==> config.mk <==
export PLATFORM = sky130hd
export DESIGN_NAME = g7ci_top
export DESIGN_NICKNAME = d
export VERILOG_FILES = /design/src/logic/g7ci_pkg.sv /design/src/logic/g7ci_fifo.sv /design/src/logic/g7ci_top.sv
export SDC_FILE = /design/constraint.sdc
export NUM_CORES = 1
export LEC_CHECK = 0
export BUFFER_PORTS_ARGS = -buffer_cell sky130_fd_sc_hd__buf_4
export CAP_MARGIN = 20
export CORE_MARGIN = 2
export CORE_UTILIZATION = 65
export CTS_BUF_LIST = sky130_fd_sc_hd__clkbuf_16
export CTS_CLUSTER_DIAMETER = 60
export DETAILED_ROUTE_END_ITERATION = 12
export PLACE_DENSITY = 0.89
export SYNTH_ARGS = -nofsm -noshare
export SYNTH_HDL_FRONTEND = slang
export SYNTH_SLANG_ARGS = --single-unit
==> constraint.sdc <==
create_clock -name clk_sys_i -period 6.1 [get_ports clk_sys_i]
set_clock_uncertainty 0.2 [all_clocks]
set_input_delay 1.83 -clock clk_sys_i [delete_from_list [all_inputs] [get_ports clk_sys_i]]
set_output_delay 1.83 -clock clk_sys_i [all_outputs]
set_load 0.02 [all_outputs]
==> src/logic/g7ci_pkg.sv <==
// constants shared by the co-directional line interface
package g7ci_pkg;

  // ----------------------------------------------------------------
  // line rate and clock
  // ----------------------------------------------------------------
  localparam int unsigned CLK_HZ        = 125_000_000;
  localparam int unsigned LINE_RATE_BPS = 64_000;
  localparam int unsigned UNITS_PER_BIT = 4;
  // each unit interval rounds down to whole cycles
  localparam int unsigned UNIT_CYCLES   = CLK_HZ / (LINE_RATE_BPS * UNITS_PER_BIT);
  localparam int unsigned DIV_W         = $clog2(UNIT_CYCLES);

  // ----------------------------------------------------------------
  // octet framing
  // ----------------------------------------------------------------
  localparam int unsigned OCTET_W      = 8;
  localparam logic [2:0]  LSB_INDEX    = 3'h7;
  localparam logic [7:0]  IDLE_OCTET   = 8'hFF;
  localparam int unsigned FIFO_DEPTH   = 8;

  // ----------------------------------------------------------------
  // reset values and strap capture
  // ----------------------------------------------------------------
  localparam logic [1:0]  SETTLE_CYCLES = 2'h3;
  localparam logic [1:0]  UNIT_RESET    = 2'h0;
  localparam logic [1:0]  UNIT_LAST     = 2'h3;

  typedef enum logic [1:0] {
    G7CI_LOOP_TIMING,
    G7CI_INTERNAL_TIMING,
    G7CI_MIN_REMOTE_LOOP,
    G7CI_DUAL_LOOP
  } g7ci_mode_e;

endpackage

==> src/logic/g7ci_fifo.sv <==
// flip-flop fifo with valid and ready on both sides
module g7ci_fifo #(
  parameter int unsigned WIDTH = 8,
  parameter int unsigned DEPTH = 8
) (
  // clock and reset
  input  wire logic             clk_sys_i,
  input  wire logic             reset_n_i,
  // fill side
  input  wire logic [WIDTH-1:0] in_data_i,
  input  wire logic             in_valid_i,
  output logic                  in_ready_o,
  // drain side
  output logic [WIDTH-1:0]      out_data_o,
  output logic                  out_valid_o,
  input  wire logic             out_ready_i
);
  localparam int unsigned PTR_W = (DEPTH > 1) ? $clog2(DEPTH) : 1;

  generate
    if (DEPTH < 2 || (1 << PTR_W) != DEPTH || WIDTH < 1) begin : g_bad
      $error("g7ci_fifo: depth must be a power of two of at least 2");
    end
  endgenerate

  logic [WIDTH-1:0] mem [DEPTH];
  logic [PTR_W-1:0] wr_ptr;
  logic [PTR_W-1:0] rd_ptr;
  logic [PTR_W:0]   count;
  wire              do_write = in_valid_i & in_ready_o;
  wire              do_read  = out_valid_o & out_ready_i;

  assign in_ready_o  = (count != PTR_W'(0) + (PTR_W+1)'(DEPTH));
  assign out_valid_o = (count != '0);
  assign out_data_o  = mem[rd_ptr];

  always_ff @(posedge clk_sys_i) begin
    if (do_write) begin
      mem[wr_ptr] <= in_data_i;
    end
  end

  always_ff @(posedge clk_sys_i) begin
    if (!reset_n_i) begin
      wr_ptr <= '0;
      rd_ptr <= '0;
      count  <= '0;
    end else begin
      wr_ptr <= wr_ptr + PTR_W'(do_write);
      rd_ptr <= rd_ptr + PTR_W'(do_read);
      count  <= count + (PTR_W+1)'(do_write) - (PTR_W+1)'(do_read);
    end
  end

endmodule

==> src/logic/g7ci_top.sv <==
// co-directional 64 kbps line interface with timing and loopback modes

// ----------------------------------------------------------------
// module
// ----------------------------------------------------------------
module g7ci_top #(
  parameter int unsigned FIFO_DEPTH = g7ci_pkg::FIFO_DEPTH
) (
  // clock and reset
  input  wire logic       clk_sys_i,
  input  wire logic       reset_n_i,
  // static switches
  input  wire logic       octet_timing_switch_i,
  input  wire logic       timing_mode_switch_a_i,
  input  wire logic       timing_mode_switch_b_i,
  // line receive pins and recovered unit clock
  input  wire logic       line_rx_pos_i,
  input  wire logic       line_rx_neg_i,
  input  wire logic       line_unit_clk_i,
  // line transmit pins
  output logic            line_tx_pos_o,
  output logic            line_tx_neg_o,
  // octets from the internal receiver toward the line
  input  wire logic [7:0] dm_rx_data_i,
  input  wire logic       dm_rx_valid_i,
  output logic            dm_rx_ready_o,
  // octets toward the internal transmitter
  output logic [7:0]      dm_tx_data_o,
  output logic            dm_tx_valid_o,
  // captured configuration
  output logic [1:0]      mode_o,
  output logic            octet_timing_o,
  output logic            config_valid_o
);

  // ----------------------------------------------------------------
  // pin synchronisers
  // ----------------------------------------------------------------
  logic [5:0] pin_s1;
  logic [5:0] pin_s2;
  logic       clk_s3;

  always_ff @(posedge clk_sys_i) begin
    pin_s1 <= {octet_timing_switch_i, timing_mode_switch_a_i, timing_mode_switch_b_i,
               line_rx_pos_i, line_rx_neg_i, line_unit_clk_i};
    pin_s2 <= pin_s1;
    clk_s3 <= pin_s2[0];
  end

  wire rx_pos  = pin_s2[2];
  wire rx_neg  = pin_s2[1];
  wire rx_tick = pin_s2[0] & ~clk_s3;

  // ----------------------------------------------------------------
  // strap capture
  // ----------------------------------------------------------------
  logic       cfg_loaded;
  logic [1:0] settle;
  logic       octet_on;
  g7ci_pkg::g7ci_mode_e mode;

  // switches are not re-read once loaded
  always_ff @(posedge clk_sys_i) begin
    if (!reset_n_i) begin
      cfg_loaded <= 1'b0;
      settle     <= 2'h0;
      octet_on   <= 1'b0;
      mode       <= g7ci_pkg::G7CI_LOOP_TIMING;
    end else if (!cfg_loaded) begin
      settle <= settle + 2'h1;
      if (settle == g7ci_pkg::SETTLE_CYCLES) begin
        cfg_loaded <= 1'b1;
        octet_on   <= pin_s2[5];
        case ({pin_s2[3], pin_s2[4]})
          2'b00:   mode <= g7ci_pkg::G7CI_LOOP_TIMING;
          2'b01:   mode <= g7ci_pkg::G7CI_INTERNAL_TIMING;
          2'b10:   mode <= g7ci_pkg::G7CI_MIN_REMOTE_LOOP;
          2'b11:   mode <= g7ci_pkg::G7CI_DUAL_LOOP;
          default: mode <= g7ci_pkg::G7CI_LOOP_TIMING;
        endcase
      end
    end
  end

  wire is_internal = (mode == g7ci_pkg::G7CI_INTERNAL_TIMING);
  wire is_minrl    = (mode == g7ci_pkg::G7CI_MIN_REMOTE_LOOP);
  wire is_dual     = (mode == g7ci_pkg::G7CI_DUAL_LOOP);

  assign mode_o         = mode;
  assign octet_timing_o = octet_on;
  assign config_valid_o = cfg_loaded;

  // ----------------------------------------------------------------
  // internal unit clock
  // ----------------------------------------------------------------
  logic [g7ci_pkg::DIV_W-1:0] div_cnt;
  wire div_tick = (div_cnt == g7ci_pkg::DIV_W'(g7ci_pkg::UNIT_CYCLES - 1));

  // fixed divider, no rate setting reaches it
  always_ff @(posedge clk_sys_i) begin
    if (!reset_n_i || div_tick) begin
      div_cnt <= '0;
    end else begin
      div_cnt <= div_cnt + g7ci_pkg::DIV_W'(1);
    end
  end

  wire tx_tick = is_internal ? div_tick : rx_tick;

  // ----------------------------------------------------------------
  // line decoder
  // ----------------------------------------------------------------
  logic [1:0] rx_unit;
  logic       rx_pol;
  logic       rx_viol;
  logic       rx_bit;
  logic [7:0] rx_shift;
  logic [2:0] rx_cnt;
  logic [7:0] rx_octet;
  logic       rx_octet_valid;

  wire rx_mark  = rx_pos | rx_neg;
  wire rx_bit_d = rx_bit;
  wire rx_end   = rx_tick & (rx_unit == g7ci_pkg::UNIT_LAST);
  wire rx_lsb   = octet_on ? rx_viol : (rx_cnt == g7ci_pkg::LSB_INDEX);
  wire [7:0] next_rx_shift = {rx_shift[6:0], rx_bit_d};

  // a block always opens with a mark; hold unit 0 until one is seen
  always_ff @(posedge clk_sys_i) begin
    if (!reset_n_i || !cfg_loaded) begin
      rx_unit        <= g7ci_pkg::UNIT_RESET;
      rx_pol         <= 1'b0;
      rx_viol        <= 1'b0;
      rx_bit         <= 1'b0;
      rx_shift       <= 8'h00;
      rx_cnt         <= 3'h0;
      rx_octet       <= 8'h00;
      rx_octet_valid <= 1'b0;
    end else begin
      rx_octet_valid <= 1'b0;
      if (rx_tick) begin
        if (rx_unit == g7ci_pkg::UNIT_RESET) begin
          if (rx_mark) begin
            rx_unit <= 2'h1;
            rx_pol  <= rx_pos;
            rx_viol <= (rx_pos == rx_pol);
          end
        end else begin
          rx_unit <= rx_unit + 2'h1;
        end
        if (rx_unit == 2'h1) begin
          rx_bit <= rx_mark;
        end
      end
      if (rx_end) begin
        rx_shift <= next_rx_shift;
        if (rx_lsb) begin
          rx_cnt         <= 3'h0;
          rx_octet       <= next_rx_shift;
          rx_octet_valid <= 1'b1;
        end else begin
          rx_cnt <= rx_cnt + 3'h1;
        end
      end
    end
  end

  // ----------------------------------------------------------------
  // transmit fifo
  // ----------------------------------------------------------------
  logic [7:0] fifo_data;
  logic       fifo_valid;
  logic       tx_load;
  wire        fifo_ready = is_minrl | is_dual | tx_load;

  g7ci_fifo #(
    .WIDTH (g7ci_pkg::OCTET_W),
    .DEPTH (FIFO_DEPTH)
  ) u_fifo (
    .clk_sys_i   (clk_sys_i),
    .reset_n_i   (reset_n_i),
    .in_data_i   (dm_rx_data_i),
    .in_valid_i  (dm_rx_valid_i),
    .in_ready_o  (dm_rx_ready_o),
    .out_data_o  (fifo_data),
    .out_valid_o (fifo_valid),
    .out_ready_i (fifo_ready)
  );

  // ----------------------------------------------------------------
  // internal side output
  // ----------------------------------------------------------------
  always_ff @(posedge clk_sys_i) begin
    if (!reset_n_i) begin
      dm_tx_data_o  <= 8'h00;
      dm_tx_valid_o <= 1'b0;
    end else if (is_dual) begin
      dm_tx_data_o  <= fifo_data;
      dm_tx_valid_o <= fifo_valid;
    end else begin
      dm_tx_data_o  <= rx_octet;
      dm_tx_valid_o <= rx_octet_valid;
    end
  end

  // ----------------------------------------------------------------
  // line encoder
  // ----------------------------------------------------------------
  logic [1:0] tx_unit;
  logic [2:0] tx_idx;
  logic [7:0] tx_octet;
  logic       tx_pol;
  logic       enc_pos;
  logic       enc_neg;
  logic [7:0] dual_octet;

  wire       tx_bit     = tx_octet[3'h7 - tx_idx];
  wire       tx_mark    = (tx_unit == 2'h0) | ((tx_unit == 2'h1) & tx_bit) | ((tx_unit == 2'h2) & ~tx_bit);
  wire [2:0] next_idx   = tx_idx + 3'h1;
  wire       next_viol  = octet_on & (next_idx == g7ci_pkg::LSB_INDEX);
  wire       tx_end     = tx_tick & (tx_unit == g7ci_pkg::UNIT_LAST);
  wire [7:0] next_octet = is_dual ? dual_octet : (fifo_valid ? fifo_data : g7ci_pkg::IDLE_OCTET);

  assign tx_load = tx_end & (tx_idx == g7ci_pkg::LSB_INDEX) & ~is_dual;

  // dual loopback re-encodes decoded octets on the recovered timing
  always_ff @(posedge clk_sys_i) begin
    if (!reset_n_i) begin
      dual_octet <= g7ci_pkg::IDLE_OCTET;
    end else if (rx_octet_valid) begin
      dual_octet <= rx_octet;
    end
  end

  always_ff @(posedge clk_sys_i) begin
    if (!reset_n_i || !cfg_loaded) begin
      tx_unit  <= g7ci_pkg::UNIT_RESET;
      tx_idx   <= 3'h0;
      tx_octet <= g7ci_pkg::IDLE_OCTET;
      tx_pol   <= 1'b0;
      enc_pos  <= 1'b0;
      enc_neg  <= 1'b0;
    end else if (tx_tick) begin
      enc_pos <= tx_mark & tx_pol;
      enc_neg <= tx_mark & ~tx_pol;
      tx_unit <= tx_unit + 2'h1;
      if (tx_unit == g7ci_pkg::UNIT_LAST) begin
        tx_idx <= next_idx;
        if (tx_idx == g7ci_pkg::LSB_INDEX) begin
          tx_octet <= next_octet;
        end
        // violation repeats the previous block polarity
        tx_pol <= next_viol ? tx_pol : ~tx_pol;
      end
    end
  end

  // ----------------------------------------------------------------
  // line output select
  // ----------------------------------------------------------------
  // the synchroniser pair is the stabilising latch; timing follows the line
  always_ff @(posedge clk_sys_i) begin
    if (!reset_n_i) begin
      line_tx_pos_o <= 1'b0;
      line_tx_neg_o <= 1'b0;
    end else if (is_minrl) begin
      line_tx_pos_o <= rx_pos;
      line_tx_neg_o <= rx_neg;
    end else begin
      line_tx_pos_o <= enc_pos;
      line_tx_neg_o <= enc_neg;
    end
  end

endmodule

**Yosys cells after proc, flatten, opt, wreduce, memory -nomap -nowiden**

Memories as Yosys holds them, arrays and structs flattened. A register that Yosys moved wholly into a read port is not among the register bits.
Index checks and enable logic that the tools add are counted.

- Register bits after elaboration: 97
- Bits in latches: 0
- Bits in writable memories: 64
- Bits in read-only memories: 0
- Input bits: 17
- Output and inout port bits: 16
- Word-level logic and storage cells: 123
- Memories: 1

Memories:

| memory | words | bits a word | read ports | clocked after memory_dff | write ports | line | text |
|---|---|---|---|---|---|---|---|
| u_fifo.mem | 8 | 8 | 1 | 1 | 1 | g7ci_fifo.sv:26 | `logic [WIDTH-1:0] mem [DEPTH];` |

- Add/subtract/negate cells: 11
- Multipliers: 0
- Div/mod/pow operators: 0
- $lt $le $gt $ge: 1
- Equal/unequal tests: 19
- Shift-type cells: 0
- Mux-type cells: 20
- Bitwise logic cells: 24
- Reductions and logical operators: 17

Operator list:

| cell | number |
|---|---|
| $mux 8 | 3 |
| $eq 2x2->1 const B | 8 |
| $and 1x1->1 | 12 |
| $mux 1 | 11 |
| $reduce_and 2->1 | 5 |
| $add 9x1->9 const B | 1 |
| $eq 3x3->1 const B | 3 |
| $eq 9x9->1 const B | 1 |
| $reduce_and 3->1 | 3 |
| $eq 2x1->1 const B | 4 |
| $pmux 2 s4 | 1 |
| $not 1->1 | 7 |
| $add 2x1->2 const B | 3 |
| $add 3x1->3 | 2 |
| $add 3x1->3 const B | 2 |
| $logic_not 2->1 | 3 |
| $mux 3 | 2 |
| $or 1x1->1 | 5 |
| $add 4x1->4 | 1 |
| $lt 3x4->1 const B | 1 |
| $mux 2 | 2 |
| $ne 4x4->1 const B | 1 |
| $reduce_bool 4->1 | 1 |
| $sub 4x1->4 | 1 |
| 7 further kinds | 9 |

**Longest topological paths before layout**

Gate-level depths: netlist (run 1).

- Depth after elaboration: 10
- Depth in mapped cells: 13
- Mapped depth without buffers: 13

**Cells and area by module**

Synthesis (run 1) repeated with hierarchy kept, for this count alone.

- Cells, all modules: 509
- Area, all modules: 6426.2 sq um

By module, submodules not included:

| module | times used | cells an instance | area each (sq um) | seq. area each (sq um) |
|---|---|---|---|---|
| g7ci_top | 1 | 352 | 3375.7 | 1741.7 |
| g7ci_fifo | 1 | 157 | 3050.4 | 2122.0 |

**Worst setup path after synthesis (run 1)**

Ideal clock, no wire load.

- Kind: input to register
- Start: in dm_rx_valid_i
- End: mem u_fifo.mem[0][0], enable pin
- Setup time: 0.383 ns
- Data arrival time: 2.709 ns
- Data required time: 5.517 ns
- Setup slack: 2.808 ns
- Stages: 3
- Path buffers: 0
- Cells stage by stage: and2_1 nand2b_1 nor3_1

- Word-level cells in the longest chain between the ends: 3

RTL lines:

| item | line | text |
|---|---|---|
| start: declaration | g7ci_top.sv:25 | `input wire logic dm_rx_valid_i,` |
| $and 1x1->1 | g7ci_fifo.sv:30 | `wire do_write = in_valid_i & in_ready_o;` |
| $mux 1 | g7ci_fifo.sv:38 | `if (do_write) begin` |
| $mux 1 (not written as such) | g7ci_fifo.sv:39 | `mem[wr_ptr] <= in_data_i;` |
| end: declaration | g7ci_fifo.sv:26 |  |

Every way passes these cells.

**Worst setup path in the final report (run 1)**

- Start: in reset_n_i
- End: reg rx_octet[1]

- Word-level cells in the longest chain between the ends: 2

RTL lines:

| item | line | text |
|---|---|---|
| start: declaration | g7ci_top.sv:11 | `input wire logic reset_n_i,` |
| $logic_not 1->1 | n/a |  |
| $logic_or 1x1->1 | g7ci_top.sv:130 | `if (!reset_n_i \|\| !cfg_loaded) begin` |
| end signal: assignment | g7ci_top.sv:159 | `rx_octet <= next_rx_shift;` |
| end: declaration | g7ci_top.sv:119 | `logic [7:0] rx_octet;` |

Every way passes these cells.
A chain may end at the register's enable or synchronous reset.

==> summary.md, run 1 <==
| Metric | Value |
|---|---|
| CP max-delay cell | nand2_1 |
| Core Footprint | approximately 9600 um2 |
| Buf/Inv on CP | 1 |
| RSZ-0062 raised after global routing | no |
| Cell variety after synth | between 40 and 50 |
| Final worst setup slack | about 2.7 ns |
| Die ar. | 10500 um2 |
| Worst-path maximum fanout | 39 |
| Leak | about 2.7 nW |
| Share of power burned in registers | between 40% and 50% |
| Power Density | ~350 nW/um2 |
| HP Start | pin_s1[2] |
| Worst-path clk slew | 0.06 ns |
| Clock Sink Count | around 160 |
| Num rows | 36 |
| Grt ovf | 0 |
| Critical path startpoint category | primary input |
| Worst vdd ir | 288 uV |
| Post-Place Cells | 634 |
| Routed wl met3 | between 700 and 800 um |
| Part of the power in combinational logic | under 10% |
| Gpl congestion | 0.836 |
| Overall global routing resource usage | between 20% and 30% |
| Post-synthesis sequential area ratio | between 60% and 70% |
| Largest net degree at the start of global routing | 40 |
| Pre-CTS WS | ~2.3 ns |
| Hold bufs inserted after CTS | 0 |
| Post-layout util | between 70% and 80% |
| Fmax | 296 MHz |
| Port Buffers | 32 |
| M1 WL | 5100 um |
| Initial antenna violation count | 0 |
| Final hold violation count | 0 |
| CTS tree | done |
| Setup Buffers After CTS | 0 |
| CP Data Arrival Time | between 3 and 4 ns |
| Vias in the first global route | ~4000 |
| Critical Path, Cell by Cell | buf_4 -> nand2_1 -> nor2_2 -> a22o_1 |
| Area Overhead vs Synth | 13.7% |
| CTS Buffer Depth | 2 |
| Max Slew Vio Count | 0 |
| Setup crit end kind | flop |
| 1st-iter DRT viols | roughly 280 |
| Max transition margin | roughly a quarter |
| Mean post-synth cell area | around 13 um2 |
| Max-Cap Viols | 0 |
| Worst stage delay on the critical path | approximately 0.62 ns |
| Final setup violation count | 0 |
| FF+latch count, synth | roughly 160 |
| Final ANT Viol Nets | 0 |
| Remaining DRCs | 0 |
| H-tree Lvls | 4 |
| Switching part of the total | between 20% and 30% |
| Final Critical Period | 3.38 ns |
| Boundary Pins | 33 |
| Critical path depth in cells | 4 |
| Highest metal layer with signal wires | met4 |
| Worst path required time | roughly 6.3 ns |
| Detailed-route via count | between 3000 and 4000 |
| Hold depth | 0 |
| Clk root buf | clkbuf_16 |
| Ys async rst share | 0% |
| Ys Warns | 0 |
| Nets | between 500 and 600 |
| Pre-antenna DRT Iters | 5 |
| Worst R2R Start | pin_s2[0] |
| Clock power share | a little over two fifths |
| Initial Util | between 60% and 70% |
| Top delay family on crit path | simple AND/OR/NAND/NOR gates |
| Met2 Wirelength | 6680 um |
| Post-synth net total | ~530 |
| Total CTS buffers | 17 |
| Post-detailed-route wirelength per cell | 19.4 um |
| Ys flop type | dfxtp_1 |
| Non-Filler Instances | 668 |
| Die width | 103 um |
| Vias/cell | roughly 6.0 |
| Post-synthesis cell area | between 6000 and 7000 um2 |
| Crit share post-route | between 50% and 60% |
| Worst-Margin Slew | 1.11 ns |
| Fin Hold WS | roughly 0.13 ns |
| Status | finished clean |
| Share of cells above drive strength 1 | between 10% and 20% |
| N_diodes | 0 |
| Reg2Reg Depth | 10 |
| Hold WC Path Type | flop to flop |
| Clk Latency, worst-skew pair | approximately 0.42 ns |
| Number of synthesized flops with an enable pin | 64 |
| Final Routed Wirelength | between 10000 and 15000 um |
| P_sw | between 0.6 and 0.7 mW |
| Syn Inst Count | 489 |
| Setup TNS | 0 ns |
| Detailed placement HPWL | around 8100 um |
| Internal power contribution | ~1.9 mW |
| Post-cts repair resize count | 0 |
| Crit path launch | reset_n_i |
| Crit path kind | primary input to flop |
| First-pass GRT wire length | around 20000 um |
| Die height | between 100 and 150 um |
## Yosys cell counts (3+ instances only)
master	number	share of area (%)
nand2_1	55	3.3
o211a_1	9	1.4
nor3_1	3	0.24
clkbuf_1	8	0.47
mux4_2	10	3.6
and3_1	3	0.30
o21ai_1	8	0.63
mux2i_1	30	4.7
o21ai_0	12	0.95
a21boi_0	4	0.47
nand3b_1	3	0.36
a22o_1	8	1.1
buf_4	4	0.47
ha_1	21	4.2
buf_2	3	0.24
mux4_1	6	2.5
inv_1	11	0.65
nor2b_1	6	0.59
xnor2_1	8	1.1
a21oi_1	20	1.6
nand2b_1	5	0.49
edfxtp_1	64	30
and2_1	16	1.6
nor2_1	31	1.8
dfxtp_1	97	31
nand3_1	9	0.71
xor2_1	7	0.97
## stage by stage
stage / cell area (um2) / total power [mW]
global route: 7190 / 2.59
detailed placement: 6590 / 1.45
CTS: 7180 / 2.51
floorplan: 6320 / 1.38
global placement: 6590 / 1.43
finish: 7190 / 2.50
## layout make-up
cell class / count / area (um2)
inverter: 11 / 41.3
tap: 133 / 166
fill: 565 / 2400
timing repair buffer: 34 / 250
multi-input combinational: 297 / 2270
clock buffer: 17 / 425
sequential: 161 / 3860
clock inverter: 15 / 171
## placed cells by master (no fill, tap or decap), types with 4 or more instances in the layout
cell / instances
xnor2_1: 8
nand2_1: 55
a21boi_0: 4
and2_1: 16
a21oi_1: 20
o21ai_0: 12
inv_1: 11
nand2b_1: 5
mux4_1: 6
nor2_1: 31
inv_6: 5
o211a_1: 9
nand3_1: 9
a22o_1: 8
o21ai_1: 8
edfxtp_1: 64
dfxtp_1: 97
xor2_1: 7
nor2b_1: 6
mux2i_1: 30
mux4_2: 10
ha_1: 21
clkbuf_16: 17
buf_4: 32
## sequential cells by signal, summed over array words and instances, names as in the netlist, 3 cells and up
signal and flops:
tx_idx 3, u_fifo.mem 64, u_fifo.rd_ptr 3, u_fifo.count 4, rx_cnt 3, dual_octet 8, pin_s2 6, rx_shift 7
dm_tx_data_o 8, pin_s1 6, tx_octet 8, u_fifo.wr_ptr 3, rx_octet 8, div_cnt 9
## cells by family (layout without fill, tap and decap cells)
kind of cell / after synthesis / after routing / synth area share (%)
buffers and inverters: 31 / 77 / 2.95
xor gates and xnor gates: 15 / 15 / 2.08
muxes: 46 / 46 / 10.8
DFF: 161 / 161 / 61.1
adders and majority gates: 22 / 22 / 4.47
and+or+nand+nor: 140 / 140 / 10.6
AOI/OAI and AO/OA: 74 / 74 / 8.03
## worst register-to-register path: cells and delay by family, from the launching register on
family / cells / cell delay [ns]
AND/OR/NAND/NOR: 4 / 1.16
adder cells (fa/ha/maj): 3 / 0.92
AO/OA/AOI/OAI: 2 / 0.57
flip-flops: 1 / 0.32
buffers and inverters: 1 / 0.06
## power groups by stage
stage,clock network [mW],registers (mW),logic (mW)
after CTS,1.07,1.20,0.239
after detailed placement,0,1.22,0.227
after global routing,1.12,1.20,0.266
final,1.06,1.20,0.243
after global placement,0,1.22,0.210
after floorplan,0,1.21,0.167
## routing by layer
layer / vias up / global-route usage, %
met5: - / 0
met4: 0 / 13.8
met3: 34 / 6.92
met2: 158 / 43.7
met1: 1962 / 31.7
li1: 1839 / -
## worst paths after layout
kind,slack [ns],to
worst max-delay path,2.72,rx_octet[1]
worst min-delay path,0.13,pin_s2[2]
worst min register to register,0.13,pin_s2[2]
worst max register to register,2.79,u_fifo.count[1]
Power figures use the tool's default switching activity.
==> run 2: changes to the inputs <==
--- a/config.mk
+++ b/config.mk
@@ -8,11 +8,11 @@
 export BUFFER_PORTS_ARGS = -buffer_cell sky130_fd_sc_hd__buf_4
 export CAP_MARGIN = 20
 export CORE_MARGIN = 2
-export CORE_UTILIZATION = 65
+export CORE_UTILIZATION = 54
 export CTS_BUF_LIST = sky130_fd_sc_hd__clkbuf_16
 export CTS_CLUSTER_DIAMETER = 60
 export DETAILED_ROUTE_END_ITERATION = 12
-export PLACE_DENSITY = 0.89
+export PLACE_DENSITY = 0.8
 export SYNTH_ARGS = -nofsm -noshare
 export SYNTH_HDL_FRONTEND = slang
 export SYNTH_SLANG_ARGS = --single-unit
==> constraint.sdc (replaced) <==
create_clock -name clk_sys_i -period 3.1 [get_ports clk_sys_i]
set_clock_uncertainty 0.2 [all_clocks]
set_input_delay 0.93 -clock clk_sys_i [delete_from_list [all_inputs] [get_ports clk_sys_i]]
set_output_delay 0.93 -clock clk_sys_i [all_outputs]
set_load 0.02 [all_outputs]
==> run 2 against run 1 <==
Compared with the run above: count of clock-buffer cells in the layout unchanged; worst setup slack worse by 2.6 ns; die area is 20% higher; largest cell class unchanged; sequential share of layout area decreased by 0.61 points; highest routed layer unchanged; final cell count rose by 3.6%; flip-flop and latch count unchanged; via count down 4.7%; sequential power increased by 96%; register-to-register slack worse by 2.7 ns.
==> summary.md, run 2 (synthesized netlist as in run 1, its figures left out) <==
| Metric | Value |
|---|---|
| Status | finished clean |
| 1st-iter DRT viols | 257 |
| Gpl congestion | 0.827 |
| Cell area after layout | 7280 um2 |
| CP Data Arrival Time | about 3.1 ns |
| Max transition margin | approximately 48% |
| N_diodes | 0 |
| Port Buffers | 32 |
| Gr busiest metal | met2 |
| Worst path required time | between 3 and 4 ns |
| Worst-path clk slew | ~0.060 ns |
| Fmax | 335 MHz |
| Hold WC Path Type | flop to flop |
| Part of the power in combinational logic | about a tenth |
| CTS Buffer Depth | 2 |
| Final worst setup slack | approximately 0.12 ns |
| Pre-CTS WS | 0.0370 ns |
| Detailed placement HPWL | 7740 um |
| Leak | 2.73 nW |
| Max Slew Vio Count | 0 |
| Area Overhead vs Synth | 15.0% |
| P_sw | 1.19 mW |
| Hold depth | 0 |
| Post-Place Cells | 660 |
| Final ANT Viol Nets | 0 |
| Final hold violation count | 0 |
| Die height | between 100 and 150 um |
| M3 GR Usage | 6.26% |
| FF+latch area | a little under 4000 um2 |
| Final Critical Period | roughly 3 ns |
| M1 GR Usage | between 20% and 30% |
| First-pass GRT wire length | approximately 19000 um |
| Core Footprint | between 10000 and 15000 um2 |
| Clock Sink Count | about 160 |
| Remaining DRCs | 0 |
| Worst-path maximum fanout | 4 |
| Setup TNS | 0 ns |
| Share of cells above drive strength 1 | between 10% and 20% |
| Top delay family on crit path | simple AND/OR/NAND/NOR gates |
| Clk root buf | clkbuf_16 |
| Detailed-route via count | 3806 |
| Final Routed Wirelength | about 12000 um |
| Share of power burned in registers | 49.7% |
| Boundary Pins | 33 |
| Critical path startpoint category | flop |
| Post-detailed-route wirelength per cell | around 17 um |
| Reg2Reg Depth | 11 |
| Most used cell along the critical path | ha_1 |
| Largest net degree at the start of global routing | 40 |
| Total CTS buffers | 17 |
| Vias/cell | between 5 and 6 |
| Nets | between 500 and 600 |
| Internal power contribution | about 3.5 mW |
| Initial Util | between 50% and 60% |
| Die ar. | between 10000 and 15000 um2 |
| Die width | about 110 um |
| Multi-input logic area | 2290 um2 |
| Grt ovf | 0 |
| Crit path kind | flop to flop |
| Top reg by flops | u_fifo.mem |
| H-tree Lvls | 4 |
| Worst vdd ir | just under 600 uV |
| Non-Filler Instances | ~690 |
| Crit share post-route | 96.3% |
| CTS tree | done |
| Max reg flops | 64 |
| Buf/Inv on CP | 1 |
| Final setup violation count | 0 |
| Num rows | 39 |
| Max-Cap Viols | 0 |
| Commonest non-fill, non-tap cell in the layout | dfxtp_1 |
| Post-layout util | 63.7% |
| Grt met2 use | between 30% and 40% |
| Pre-antenna DRT Iters | 4 |
| Overall global routing resource usage | 19.8% |
| Most frequent cells in the layout | dfxtp_1, edfxtp_1, nand2_1 |
| Vias in the first global route | between 3000 and 4000 |
| Power Density | around 650 nW/um2 |
| Clock power share | between 40% and 50% |
| Worst-Margin Slew | ~0.78 ns |
| Placement Cell Area | between 6000 and 7000 um2 |
| Switching part of the total | between 20% and 30% |
| Initial antenna violation count | 0 |
| Setup crit end kind | flop |
| Largest registers | u_fifo.mem: 64 flops, div_cnt: 9 flops |
| Filler cell count | 843 |
| Critical Path, Cell by Cell | and4bb_2 -> and4b_4 -> or2_4 -> a31oi_4 -> nor2_1 -> ha_1 -> inv_1 -> ha_1 -> fa_1 -> xor2_1 -> and2_1 |
| Clk Latency, worst-skew pair | about 0.43 ns |
| Worst stage delay on the critical path | roughly 0.38 ns |
| Critical path depth in cells | 11 |
| Hold bufs inserted after CTS | 0 |
| CP max-delay cell | fa_1 |
[run 2: cell type report]
type                       instances  area share [%]
clock inverter                    15            1.53
clock buffer                      17            5.85
timing repair buffer              48            4.95
multi-input combinational        297            31.5
inverter                          11           0.567
tap                              143            2.46
sequential                       161            53.1
[run 2: timing repair]
action / in CTS / in global routing
buffers inserted: 0 / 0
gates resized for setup: 0 / 4
endpoints found under the setup margin: 0 / 3
[run 2: power groups by stage]
stage          clock, mW  combinational (mW)  sequential, mW
3_3_place_gp           0               0.455            2.38
5_1_grt             2.02               0.541            2.35
4_1_cts             1.94               0.481            2.35
2_1_floorplan          0               0.329            2.38
6_report            1.90               0.475            2.35
3_5_place_dp           0               0.476            2.39
[run 2: worst paths after layout]
check                                 from         endpoint  slack, ns
worst max-delay path            div_cnt[4]  u_fifo.count[2]       0.12
worst min-delay path             pin_s1[4]        pin_s2[4]       0.13
worst max register to register  div_cnt[4]  u_fifo.count[2]       0.12
worst min register to register   pin_s1[4]        pin_s2[4]       0.13
[run 2: stage by stage]
step / hold WS, ns / power, mW
6_report: 0.131 / 4.72
2_1_floorplan: 0.110 / 2.71
4_1_cts: 0.133 / 4.76
5_1_grt: 0.140 / 4.91
3_3_place_gp: 0.118 / 2.84
3_5_place_dp: 0.112 / 2.87
[run 2: layer usage]
| metal | share of wire [%] | wire [um] |
|---|---|---|
| met5 | 0 | 0 |
| met4 | 1.8 | 212 |
| met3 | 3.8 | 437 |
| met2 | 52 | 6030 |
| met1 | 43 | 4950 |
==> run 3: changes to the inputs <==
==> constraint.sdc (replaced) <==
create_clock -name clk_sys_i -period 3.1 [get_ports clk_sys_i]
set_clock_uncertainty 0.2 [all_clocks]
set_input_delay 0.31 -clock clk_sys_i [delete_from_list [all_inputs] [get_ports clk_sys_i]]
set_output_delay 0.31 -clock clk_sys_i [all_outputs]
set_load 0.02 [all_outputs]
==> run 3 against run 2 <==
Compared with the run above: critical path depth is 1 higher; first-iteration DRC count up 0.39%; final cell count increased by 2.0%.
==> summary.md, run 3 (synthesized netlist as in run 1, its figures left out) <==
| Metric | Value |
|---|---|
| Status | finished clean |
| Remaining DRCs | 0 |
| H-tree Lvls | 4 |
| Post-layout util | 65.2% |
| Commonest non-fill, non-tap cell in the layout | dfxtp_1 |
| Initial Util | a little under three fifths |
| Max transition margin | between 40% and 50% |
| Total CTS buffers | 17 |
| Multi-input logic area | between 2000 and 2500 um2 |
| Worst-Margin Slew | between 0.7 and 0.8 ns |
| Hold WC Path Type | primary input to flop |
| Largest registers | u_fifo.mem: 64 flops, div_cnt: 9 flops |
| Final Critical Period | 2.97 ns |
| CP Data Arrival Time | between 3 and 4 ns |
| Grt ovf | 0 |
| CTS Buffer Depth | 2 |
| First-pass GRT wire length | ~19000 um |
| Initial antenna violation count | 0 |
| Num rows | 39 |
| Most frequent cells in the layout | dfxtp_1, edfxtp_1, nand2_1 |
| Worst-path clk slew | roughly 0.070 ns |
| Setup crit end kind | flop |
| Filler cell count | 814 |
| Placement Cell Area | ~6700 um2 |
| Final Routed Wirelength | between 10000 and 15000 um |
| Vias/cell | 5.53 |
| Vias in the first global route | about 3900 |
| N_diodes | 0 |
| Cell area after layout | approximately 7400 um2 |
| Nets | between 500 and 600 |
| Detailed placement HPWL | 7740 um |
| Share of cells above drive strength 1 | around 18% |
| Total Power | between 4 and 5 mW |
| Clock Sink Count | between 150 and 200 |
| 1st-iter DRT viols | 258 |
| Gpl congestion | slightly above 0.8 |
| Port Buffers | 32 |
| Worst vdd ir | between 700 and 800 uV |
| Reg2Reg Setup Slack | 0.13 ns |
| Boundary Pins | 33 |
| Largest net degree at the start of global routing | 40 |
| FF+latch area | 3860 um2 |
| Crit path kind | flop to flop |
| Final hold violation count | 0 |
| Detailed-route via count | a little under 4000 |
| Die height | roughly 110 um |
| Final setup violation count | 0 |
| Pre-antenna DRT Iters | 5 |
| Max reg flops | 64 |
| Overall global routing resource usage | 19.9% |
| Max Slew Vio Count | 0 |
| Power Density | approximately 650 nW/um2 |
| Crit share post-route | a little over nine tenths |
| Setup Buffers After CTS | 0 |
| Final ANT Viol Nets | 0 |
| Fmax | 337 MHz |
| Max-Cap Viols | 0 |
| Worst-path maximum fanout | 4 |
| CTS tree | done |
| Worst path required time | approximately 3.2 ns |
| Core Footprint | 11400 um2 |
| Top reg by flops | u_fifo.mem |
| Area Overhead vs Synth | 17.7% |
| Critical path startpoint category | flop |
| Die width | ~110 um |
| Post-detailed-route wirelength per cell | between 15 and 20 um |
| Clk Latency, worst-skew pair | ~0.43 ns |
| Clk root buf | clkbuf_16 |
| Leak | between 2 and 3 nW |
| Die ar. | approximately 13000 um2 |
run 3: metrics by stage:
stage	instances	setup TNS, ns	worst slack, ns	hold slack, ns
2_1_floorplan	489	0	0.266	0.110
3_3_place_gp	660	0	0.0877	0.118
3_5_place_dp	660	0	0.0526	0.115
4_1_cts	706	0	0.0173	0.0280
5_1_grt	706	-0.00470	-0.00470	0.0501
6_report	706	0	0.135	0.0388
run 3: final timing paths:
path	endpoint	depth (start not counted)	start
worst max-delay path	u_fifo.count[2]	12	div_cnt[0]
worst min register to register	pin_s2[4]	0	pin_s1[4]
worst max register to register	u_fifo.count[2]	12	div_cnt[0]
worst min-delay path	dual_octet[0]	2	reset_n_i
run 3: layout make-up:
class | count | area share [%]
tap | 143 | 2.40
sequential | 161 | 51.9
multi-input combinational | 297 | 30.8
clock inverter | 15 | 1.83
clock buffer | 17 | 5.72
inverter | 11 | 0.555
timing repair buffer | 62 | 6.72
run 3: layer usage:
| layer | routed length (um) | vias to the layer above | track usage (%) |
|---|---|---|---|
| li1 | - | 1887 | - |
| met1 | 4950 | 1892 | 24.5 |
| met2 | 6020 | 104 | 33.0 |
| met3 | 551 | 23 | 4.54 |
| met4 | 344 | 0 | 10.2 |
| met5 | 0 | - | 0 |
run 3: repair_timing:
item | 4_1_cts | 5_1_grt
endpoints found under the hold margin | 70 | 0
pin swaps | 0 | 2
resized for setup | 1 | 4
hold buffers | 14 | 0
setup endpoints to repair | 1 | 3
run 3: worst max-delay path, stage by stage, from the launching register on:
cell	delay [ns]
dfxtp_2	0.34
ha_1	0.21
nand4_1	0.10
and4b_4	0.21
or2_4	0.28
a31oi_4	0.22
nor2_2	0.07
ha_1	0.32
inv_1	0.04
ha_1	0.20
fa_1	0.38
xor2_1	0.15
and2_1	0.15
run 3: power breakdown:
group / internal [mW] / total, mW / switching, mW / leakage (nW)
registers: 2.30 / 2.35 / 0.0468 / 1.37
clock network: 1.11 / 1.97 / 0.857 / 0.266
logic: 0.216 / 0.501 / 0.284 / 1.16
